[src/logic/ums_pkg.sv]
// constants for the serial port modem status and configuration block
package ums_pkg;
  // runtime register offsets
  localparam logic [11:0] OFF_MODEM_LINE_STATE = 12'h006;
  localparam logic [11:0] OFF_BYTE_A_BYTE = 12'h007;
  // embedded controller offsets of the configuration registers
  localparam logic [11:0] OFF_EC_ACTIVATE = 12'h330;
  localparam logic [11:0] OFF_EC_CONFIG = 12'h3f0;
  // host configuration port indexes
  localparam logic [7:0] IDX_ACTIVATE = 8'h30;
  localparam logic [7:0] IDX_CONFIG = 8'hf0;
  // modem control field positions
  localparam int MCR_TERM_READY = 0;
  localparam int MCR_REQ_SEND = 1;
  localparam int MCR_AUX_ONE = 2;
  localparam int MCR_AUX_TWO = 3;
  localparam int MCR_LOOPBACK = 4;
  // configuration select and activate field positions
  localparam int CFG_BAUD_CLOCK = 0;
  localparam int CFG_RESET_SRC = 1;
  localparam int CFG_POLARITY = 2;
  localparam int ACT_ENABLE = 0;
  // reset values
  localparam logic [7:0] RST_BYTE_A = 8'h00;
  localparam logic [7:0] RST_ACTIVATE = 8'h00;
  localparam logic [2:0] RST_CONFIG = 3'h2;
  localparam logic [3:0] RST_FLAGS = 4'h0;
endpackage

[src/logic/ums_modem_status.sv]
// modem status, scratchpad and configuration registers of one serial port
`timescale 1ns/100ps
`default_nettype none
module ums_modem_status
  import ums_pkg::*;
(
  input wire logic clk_i,
  input wire logic rst_i,
  // embedded controller register port
  input wire logic [11:0] ec_addr_i,
  input wire logic ec_wr_i,
  input wire logic ec_rd_i,
  input wire logic [7:0] ec_wdata_i,
  output logic [7:0] ec_rdata_o,
  // host configuration port, index already qualified by device number
  input wire logic [7:0] host_index_i,
  input wire logic host_wr_i,
  input wire logic host_rd_i,
  input wire logic [7:0] host_wdata_i,
  output logic [7:0] host_rdata_o,
  // modem control register from the line control logic
  input wire logic [7:0] modem_control_reg_i,
  // active low modem pins
  input wire logic carrier_detect_n_i,
  input wire logic ring_n_i,
  input wire logic set_ready_n_i,
  input wire logic clear_send_n_i,
  // serial data path pins
  input wire logic core_tx_i,
  input wire logic pin_rx_i,
  output logic pin_tx_o,
  output logic core_rx_o,
  // reset sources and clock selection
  input wire logic system_domain_reset_i,
  input wire logic host_domain_reset_i,
  output logic port_reset_o,
  output logic port_active_o,
  output logic baud_clock_select_o,
  output logic modem_irq_o
);
  import ums_pkg::*;

  logic [7:0] byte_a_byte;
  logic activate;
  logic [2:0] config_sel;
  logic [3:0] pins_q;
  logic [3:0] flags;
  logic [7:0] next_byte_a_byte;
  logic next_activate;
  logic [2:0] next_config_sel;
  logic [3:0] next_pins_q;
  logic [3:0] next_flags;
  logic [3:0] pins_now;
  logic [3:0] status_hi;
  logic [7:0] modem_line_state;
  logic status_read;
  logic [7:0] ec_rdata_nx;
  logic [7:0] host_rdata_nx;

  // pins as inverted levels: carrier, ring, set-ready, clear-to-send
  assign pins_now = {~carrier_detect_n_i, ~ring_n_i, ~set_ready_n_i,
                     ~clear_send_n_i};

  // upper status nibble from pins or looped-back controls
  always_comb
  begin
    if (modem_control_reg_i[MCR_LOOPBACK])
      status_hi = {modem_control_reg_i[MCR_AUX_TWO],
                   modem_control_reg_i[MCR_AUX_ONE],
                   modem_control_reg_i[MCR_TERM_READY],
                   modem_control_reg_i[MCR_REQ_SEND]};
    else
      status_hi = pins_now;
  end

  assign modem_line_state = {status_hi, flags};
  assign status_read = ec_rd_i && (ec_addr_i == OFF_MODEM_LINE_STATE);

  // next register values, change detection and read clear
  always_comb
  begin
    next_byte_a_byte = byte_a_byte;
    next_activate = activate;
    next_config_sel = config_sel;
    next_pins_q = pins_now;
    next_flags = status_read ? RST_FLAGS : flags;
    // set wins over read clear
    if (pins_now[0] != pins_q[0])
      next_flags[0] = 1'b1;
    if (pins_now[1] != pins_q[1])
      next_flags[1] = 1'b1;
    // trailing ring edge: inverted level falls as the pin goes high
    if (!pins_now[2] && pins_q[2])
      next_flags[2] = 1'b1;
    if (pins_now[3] != pins_q[3])
      next_flags[3] = 1'b1;
    if (ec_wr_i && ec_addr_i == OFF_BYTE_A_BYTE)
      next_byte_a_byte = ec_wdata_i;
    // controller writes take priority over host writes in one cycle
    if (host_wr_i && host_index_i == IDX_ACTIVATE)
      next_activate = host_wdata_i[ACT_ENABLE];
    if (host_wr_i && host_index_i == IDX_CONFIG)
      next_config_sel = host_wdata_i[2:0];
    if (ec_wr_i && ec_addr_i == OFF_EC_ACTIVATE)
      next_activate = ec_wdata_i[ACT_ENABLE];
    if (ec_wr_i && ec_addr_i == OFF_EC_CONFIG)
      next_config_sel = ec_wdata_i[2:0];
  end

  // read data, unmapped offsets read zero
  always_comb
  begin
    unique case (ec_addr_i)
      OFF_MODEM_LINE_STATE: ec_rdata_nx = modem_line_state;
      OFF_BYTE_A_BYTE: ec_rdata_nx = byte_a_byte;
      OFF_EC_ACTIVATE: ec_rdata_nx = {7'h00, activate};
      OFF_EC_CONFIG: ec_rdata_nx = {5'h00, config_sel};
      default: ec_rdata_nx = 8'h00;
    endcase
    unique case (host_index_i)
      IDX_ACTIVATE: host_rdata_nx = {7'h00, activate};
      IDX_CONFIG: host_rdata_nx = {5'h00, config_sel};
      default: host_rdata_nx = 8'h00;
    endcase
  end

  // register stage; pin history is taken at reset so no false change flags
  always_ff @(posedge clk_i)
  begin
    if (rst_i)
    begin
      byte_a_byte <= RST_BYTE_A;
      activate <= RST_ACTIVATE[ACT_ENABLE];
      config_sel <= RST_CONFIG;
      pins_q <= pins_now;
      flags <= RST_FLAGS;
      ec_rdata_o <= 8'h00;
      host_rdata_o <= 8'h00;
    end
    else
    begin
      byte_a_byte <= next_byte_a_byte;
      activate <= next_activate;
      config_sel <= next_config_sel;
      pins_q <= next_pins_q;
      flags <= next_flags;
      ec_rdata_o <= ec_rd_i ? ec_rdata_nx : ec_rdata_o;
      host_rdata_o <= host_rd_i ? host_rdata_nx : host_rdata_o;
    end
  end

  // outputs driven by the change flags and by configuration
  assign modem_irq_o = |flags;
  assign port_active_o = activate;
  assign baud_clock_select_o = config_sel[CFG_BAUD_CLOCK];
  assign port_reset_o = config_sel[CFG_RESET_SRC] ? host_domain_reset_i
                        : system_domain_reset_i;
  assign pin_tx_o = core_tx_i ^ config_sel[CFG_POLARITY];
  assign core_rx_o = pin_rx_i ^ config_sel[CFG_POLARITY];

  // checks
  a_flag_read_clear: assert property (
    @(posedge clk_i) disable iff (rst_i)
    status_read && (pins_now == pins_q) |=> flags == 4'h0)
    else $error("change flags not cleared by status read");
  a_cts_change_set: assert property (
    @(posedge clk_i) disable iff (rst_i)
    pins_now[0] != pins_q[0] |=> flags[0])
    else $error("clear-to-send change not flagged");
  a_dsr_change_set: assert property (
    @(posedge clk_i) disable iff (rst_i)
    pins_now[1] != pins_q[1] |=> flags[1])
    else $error("set-ready change not flagged");
  a_ring_fall_ignored: assert property (
    @(posedge clk_i) disable iff (rst_i)
    pins_now[2] && !pins_q[2] && !flags[2] |=> !flags[2])
    else $error("ring leading edge set its flag");
  a_ring_trail_set: assert property (
    @(posedge clk_i) disable iff (rst_i)
    !pins_now[2] && pins_q[2] |=> flags[2])
    else $error("ring trailing edge not flagged");
  a_carrier_change_set: assert property (
    @(posedge clk_i) disable iff (rst_i)
    pins_now[3] != pins_q[3] |=> flags[3])
    else $error("carrier change not flagged");
  a_irq_follows_flags: assert property (
    @(posedge clk_i) disable iff (rst_i)
    $rose(flags[3]) |-> modem_irq_o)
    else $error("interrupt missing while flag set");
  a_loop_status_hi: assert property (
    @(posedge clk_i) disable iff (rst_i)
    modem_control_reg_i[MCR_LOOPBACK] |->
      modem_line_state[7] == modem_control_reg_i[MCR_AUX_TWO])
    else $error("loopback status bit 7 wrong");
  a_pin_status_hi: assert property (
    @(posedge clk_i) disable iff (rst_i)
    !modem_control_reg_i[MCR_LOOPBACK] |->
      modem_line_state[4] == !clear_send_n_i)
    else $error("status bit 4 not inverse of pin");
  a_byte_a_write: assert property (
    @(posedge clk_i) disable iff (rst_i)
    ec_wr_i && ec_addr_i == OFF_BYTE_A_BYTE |=>
      byte_a_byte == $past(ec_wdata_i))
    else $error("byte_a byte not stored");
  a_polarity_tx: assert property (
    @(posedge clk_i) disable iff (rst_i)
    config_sel[CFG_POLARITY] |-> pin_tx_o == !core_tx_i)
    else $error("transmit pin not inverted");
  a_cfg_write_ec: assert property (
    @(posedge clk_i) disable iff (rst_i)
    ec_wr_i && ec_addr_i == OFF_EC_ACTIVATE |=>
      port_active_o == $past(ec_wdata_i[0]))
    else $error("activate write lost");
  // host write lands when the controller is not writing in the same cycle
  a_host_cfg_write: assert property (
    @(posedge clk_i) disable iff (rst_i)
    host_wr_i && !ec_wr_i && host_index_i == IDX_CONFIG |=>
      config_sel == $past(host_wdata_i[2:0]))
    else $error("host config write lost");
endmodule
`default_nettype wire

[config.mk]
export PLATFORM = sky130hd
export DESIGN_NAME = ums_modem_status
export DESIGN_NICKNAME = d
export VERILOG_FILES = /design/src/logic/ums_pkg.sv /design/src/logic/ums_modem_status.sv
export SDC_FILE = /design/constraint.sdc
export NUM_CORES = 1
export LEC_CHECK = 0
export BUFFER_PORTS_ARGS = -buffer_cell sky130_fd_sc_hd__buf_4
export CORE_MARGIN = 4
export CORE_UTILIZATION = 45
export CTS_CLUSTER_DIAMETER = 40
export DETAILED_ROUTE_END_ITERATION = 12
export GPL_ROUTABILITY_DRIVEN = 1
export GPL_TIMING_DRIVEN = 1
export PLACE_DENSITY = 0.8
export SETUP_SLACK_MARGIN = 0.02
export SLEW_MARGIN = 20
export SYNTH_ARGS = -nofsm -noshare
export SYNTH_HDL_FRONTEND = slang
export SYNTH_SLANG_ARGS = --single-unit
[constraint.sdc]
create_clock -name clk_i -period 2.2 [get_ports clk_i]
set_clock_uncertainty 0.15 [all_clocks]
set_input_delay 0.11 -clock clk_i [delete_from_list [all_inputs] [get_ports clk_i]]
set_output_delay 0.11 -clock clk_i [all_outputs]
set_load 0.005 [all_outputs]
==> results of run 1 <==
registers in the layout, indices dropped and copies added, names as in the netlist:
name and cells:
byte_a_byte 8, pins_q 4, port_active_o 1, host_rdata_o 3, flags 4, ec_rdata_o 8, config_sel 3
per-layer routing:
layer	up-vias	share of wire [%]	global-route usage [%]
li1	817	-	-
met1	738	43	26.6
met2	62	49	36.8
met3	2	7.2	5.90
met4	0	0.47	5.33
met5	-	0	0
worst max-delay path, cell delays in order:
cell,delay (ns)
buf_4,0.12
or4_4,0.56
nor4_4,0.28
buf_4,0.24
mux2i_1,0.21
nor2_1,0.06
dlygate4sd3_1,0.57
cells by family after synthesis:
family                    synth area share (%)
and+or+nand+nor                           26.5
AOI/OAI and AO/OA                         14.0
DFF                                       40.2
buffers and inverters                     5.60
muxes                                     10.6
xor gates and xnor gates                  2.84
other                                    0.243
synthesized netlist by cell type, types with 3 or more instances:
master	instances	area, um2
o2111ai_1	3	26.3
buf_4	5	37.5
nand4_1	3	18.8
nand2_1	11	41.3
o21ai_0	8	40.0
mux2_2	3	33.8
xor2_1	5	43.8
nand3_1	9	45.0
mux2i_1	13	130
a21oi_1	16	80.1
nor2_1	14	52.6
nand2b_1	7	43.8
inv_1	5	18.8
clkbuf_1	5	18.8
dfxtp_1	31	621
final cells by class:
type	instances	area, um2
timing repair buffer	96	791
clock buffer	6	51.3
sequential	31	621
multi-input combinational	130	851
tap	44	55.1
fill	241	727
inverter	6	22.5
clock inverter	2	35.0
what timing repair did:
| action | in CTS | in global routing |
|---|---|---|
| hold buffers | 28 | 0 |
| buffers inserted | 0 | 0 |
| endpoints found under the hold margin | 30 | 0 |
cell usage in the layout (no fill, tap or decap), types with 3 or more instances in the layout:
cell and instances:
nand4_1 3, mux2i_1 13, dfxtp_1 31, conb_1 5, nor2_1 14, nand2_1 11, mux2_2 3, buf_4 68
dlygate4sd3_1 28, inv_1 5, o21ai_0 8, xor2_1 5, nand3_1 9, nand2b_1 7, clkbuf_4 5, o2111ai_1 3
a21oi_1 16
path summary, 6_finish.rpt:
check,from,endpoint,cells after the start
setup / recovery,ec_addr_i[4],byte_a_byte[3]$_SDFFE_PP0P_,7
hold / removal,host_index_i[2],host_rdata_o[0]$_SDFFE_PP0P_,5
setup reg to reg,byte_a_byte[3]$_SDFFE_PP0P_,byte_a_byte[3]$_SDFFE_PP0P_,3
hold reg to reg,ec_rdata_o[5]$_SDFFE_PP0P_,ec_rdata_o[5]$_SDFFE_PP0P_,2
power by group:
group          internal [mW]  switching [mW]
combinational          0.110          0.0767
clock                  0.268           0.200
sequential             0.572         0.00770
==> results.tsv, run 1 <==
metric	value	unit
cts_resized	0	
yosysSeqAreaShare	40.2	%
firstDrtPassIters	4	
dp_hpwl	3.14	mm
maxSlewHeadroom	64.9	%
yosysUniqueCellTypes	41	
wire_per_inst	14.3	um
hold_violations	0	
total_leakage_power	1.05	nW
maxCapViolations	0	
initial_core_util	48.9	%
setup_viol_count_final	0	
clock-sinks	31	
fin_util	76.9	%
required	2.27	ns
synthesis.area	1540	um2
hp-class	in2reg	
cts_buffer_depth	2	
worst_pin_slew	0.523	ns
dr_total_vias	1619	
ir_worst_vdd	0.556	mV
critPathLaunchType	input pin	
grt_overflow	0	
via_per_inst	5.14	
hold_ws	0.0526	ns
grt_pass1_wl	7.31	mm
drc	0	
reg2reg_slack	0.84	ns
synthArstFlopShare	0	%
fmax	0.481	GHz
worstPathArrival	2.15	ns
fp.dieW	66.6	um
finalNonFillerCells	315	
synth_top_flop_cell	dfxtp_1	
ys_ff_latch	31	
status	finished clean	
dp.cells	279	
place_ws	0.261	ns
drt_iter0_drc	75	
crit_type	in2reg	
cts_tree	done	
drive_above_1_share	31.7	%
grt_pass1_vias	1565	
root_buffer	clkbuf_4	
fin_crit	2.08	ns
grtUsageTotal	21.5	%
die_area	4430	um2
rows	20	
yosys_warnings	0	
ios	80	
rsz0062_at_grt	no	
n_antenna_cell	0	
place.gp.congestion	0.802	
period_share	94.4	%
antenna_found_initial	0	
pwr_density_cell	509	nW/um2
htree_levels	2	
avgSynthCellArea	8.82	um2
clkTransAtPathRegs	0.10	ns
portBuffers	66	
path_max_fanout	8	
antenna_left	0	
p_total	1.24	mW
grt_max_degree	28	
layout_setup_ws	0.122	ns
layout.nets	328	
syn_to_final_growth	57.3	%
fin_setup_tns	0	ns
clock_latency	0.33	ns
cts_buffers	5	
placed_area	2060	um2
synth_edf_count	0	
maxSlewViolCount	0	
design_area	2430	um2
syn_inst	175	
coreArea	3150	um2
crit_path_end_kind	flip-flop	
die_h	66.6	um
wl	4.50	mm
No activity file was read; power rests on OpenSTA's default activity.
==> inputs of run 2 (changes only) <==
CORE_UTILIZATION = 30   (was 45)
PLACE_DENSITY = default   (was 0.8)
==> results.tsv, run 2 (synthesis gave the netlist of run 1 again) <==
metric	value	unit	change
layout_commonest_cell	buf_4		unchanged
crit_chain	buf_4 > or4_4 > or3_4 > or3_1 > a21oi_1		was buf_4 > or4_4 > nor4_4 > buf_4 > mux2i_1 > nor2_1 > dlygate4sd3_1
fmax	0.600	GHz	was 0.481 GHz
cts_buffer_depth	2		unchanged
r2r-start	flags[0]$_SDFFE_PP0P_		was byte_a_byte[3]$_SDFFE_PP0P_
fin_setup_tns	0	ns	unchanged
hold_depth	4		was 5
drive_above_1_share	32.6	%	was 31.7%
setup_viol_count_final	0		unchanged
layout.nets	318		was 328
cts_resized	0		unchanged
root_buffer	clkbuf_8		was clkbuf_4
portBuffers	66		unchanged
antenna_left	0		unchanged
antenna_found_initial	0		unchanged
crit_type	in2reg		unchanged
slowest_delay	0.57	ns	about the same
firstDrtPassIters	4		unchanged
cts_tree	done		unchanged
layout_setup_ws	0.533	ns	was 0.122 ns
total_leakage_power	0.993	nW	was 1.05 nW
hold_violations	0		unchanged
grtUsageTotal	14.4	%	was 21.5%
switchingPower	287	uW	was 285 uW
clock_latency	0.28	ns	was 0.33 ns
pwr-share-seq	48.7	%	was 47.0%
switching_share	24.2	%	was 23.0%
place_ws	0.235	ns	was 0.261 ns
ir_worst_vdd	0.411	mV	was 0.556 mV
rsz0062_at_grt	no		unchanged
grt_pass1_vias	1477		was 1,565
p_int	902	uW	was 951 uW
initial_core_util	31.8	%	was 48.9%
wl	4.43	mm	was 4.50 mm
drt_iter0_drc	41		was 75
min_from	ec_addr_i[6]		was host_index_i[2]
via_per_inst	4.73		was 5.14
ios	80		unchanged
grt_pass1_wl	7.00	mm	was 7.31 mm
htree_levels	2		unchanged
fin_util	48.4	%	was 76.9%
wire_per_inst	13.5	um	was 14.3 um
status	finished clean		unchanged
pwr-share-clk	35.8	%	was 37.9%
worstPathArrival	1.73	ns	was 2.15 ns
coreArea	4850	um2	was 3150 um2
share_comb_of_total_power	15.5	%	was 15.1%
maxSlewViolCount	0		unchanged
fillers	510		was 241
period_share	75.8	%	was 94.4%
clkTransAtPathRegs	0.07	ns	was 0.10 ns
syn_to_final_growth	52.1	%	was 57.3%
reg2reg_slack	1.07	ns	was 0.84 ns
layout_common_cells	buf_4, dfxtp_1, dlygate4sd3_1		unchanged
grt_overflow	0		unchanged
dr_total_vias	1553		was 1,619
path_max_fanout	6		was 8
grt_max_degree	28		unchanged
rows	25		was 20
clock-sinks	31		unchanged
crit_slowest_cell	or4_4		was dlygate4sd3_1
fin_crit	1.67	ns	was 2.08 ns
largestRegisters	byte_a_byte x8, ec_rdata_o x8		unchanged
place.gp.congestion	0.762		was 0.802
cts_buffers	5		unchanged
die_area	6350	um2	was 4430 um2
pwr_density_cell	507	nW/um2	was 509 nW/um2
timing.rr.end	ec_rdata_o[0]$_SDFFE_PP0P_		was byte_a_byte[3]$_SDFFE_PP0P_
required	2.27	ns	about the same
die_h	79.7	um	was 66.6 um
hold_end	port_active_o$_SDFFE_PP0P_		was host_rdata_o[0]$_SDFFE_PP0P_
n_antenna_cell	0		unchanged
hp-class	in2reg		unchanged
fp.dieW	79.7	um	was 66.6 um
dp_hpwl	3.23	mm	was 3.14 mm
drc	0		unchanged
rr_worst_depth	4		was 3
crit_path_end_kind	flip-flop		unchanged
maxCapViolations	0		unchanged
critPathLaunchType	input pin		unchanged
==> run 2: changes by cell type in the layout (fill, tap and decap cells not counted) <==
cell,previous run,this run
dlygate4sd3_1,28,17
clkbuf_4,5,0
clkbuf_1,0,2
clkbuf_8,1,5
bufinv_16,1,0
buf_4,68,69
==> run 2: per-layer routing <==
layer	vias to the layer above	global-route usage, %	wire length (um)
met5	-	0	0
met1	693	18.8	2020
met4	0	4.12	46
met3	6	5.19	380
li1	797	-	-
met2	57	22.2	1980
==> run 2: power by group through the flow <==
stage	Combinational [mW]	Clock, mW	Sequential (mW)
after detailed placement	0.159	0	0.592
after global placement	0.157	0	0.591
after CTS	0.184	0.440	0.579
final	0.184	0.426	0.579
after floorplan	0.0641	0	0.590
after global routing	0.204	0.470	0.580
==> run 2: through the flow <==
stage                     power, mW  area, um2  hold slack, ns  std cells
after global routing           1.25       2350          0.0214        328
after CTS                      1.20       2350         0.00585        328
after global placement        0.748       2100           0.132        303
after floorplan               0.654       1560          0.0165        179
after detailed placement      0.751       2100           0.139        303
final                          1.19       2350          0.0135        328
==> run 2: cell type report <==
type	instances	area (um2)	share of cell area [%]
Inverter	6	22.5	0.959
Clock inverter	1	5.00	0.213
Timing Repair Buffer	86	688	29.3
Sequential cell	31	621	26.4
Clock buffer	7	76.3	3.25
Tap cell	67	83.8	3.57
Multi-Input combinational cell	130	851	36.2
==> run 2: worst max-delay path: cells and delay by family <==
| family | cells | cell delay, ns |
|---|---|---|
| simple gates | 3 | 1.37 |
| compound gates | 1 | 0.14 |
| buf+inv | 1 | 0.12 |
==> run 2: worst max path at each step <==
stage	end	slack, ns	from	cells past startpoint
floorplan	byte_a_byte[0]$_SDFFE_PP0P_	0.41	ec_addr_i[4]	4
global placement	ec_rdata_o[7]$_SDFFE_PP0P_	0.25	ec_addr_i[4]	5
detailed placement	ec_rdata_o[7]$_SDFFE_PP0P_	0.23	ec_addr_i[4]	5
CTS	ec_rdata_o[7]$_SDFFE_PP0P_	0.53	ec_addr_i[4]	5
global route	ec_rdata_o[1]$_SDFFE_PP0P_	0.49	ec_addr_i[4]	5
finish	ec_rdata_o[7]$_SDFFE_PP0P_	0.53	ec_addr_i[4]	5
==> run 2: repair_timing <==
item / CTS / global route
hold buffers: 17 / 0
setup buffers: 0 / 0
endpoints found under the hold margin: 22 / 0
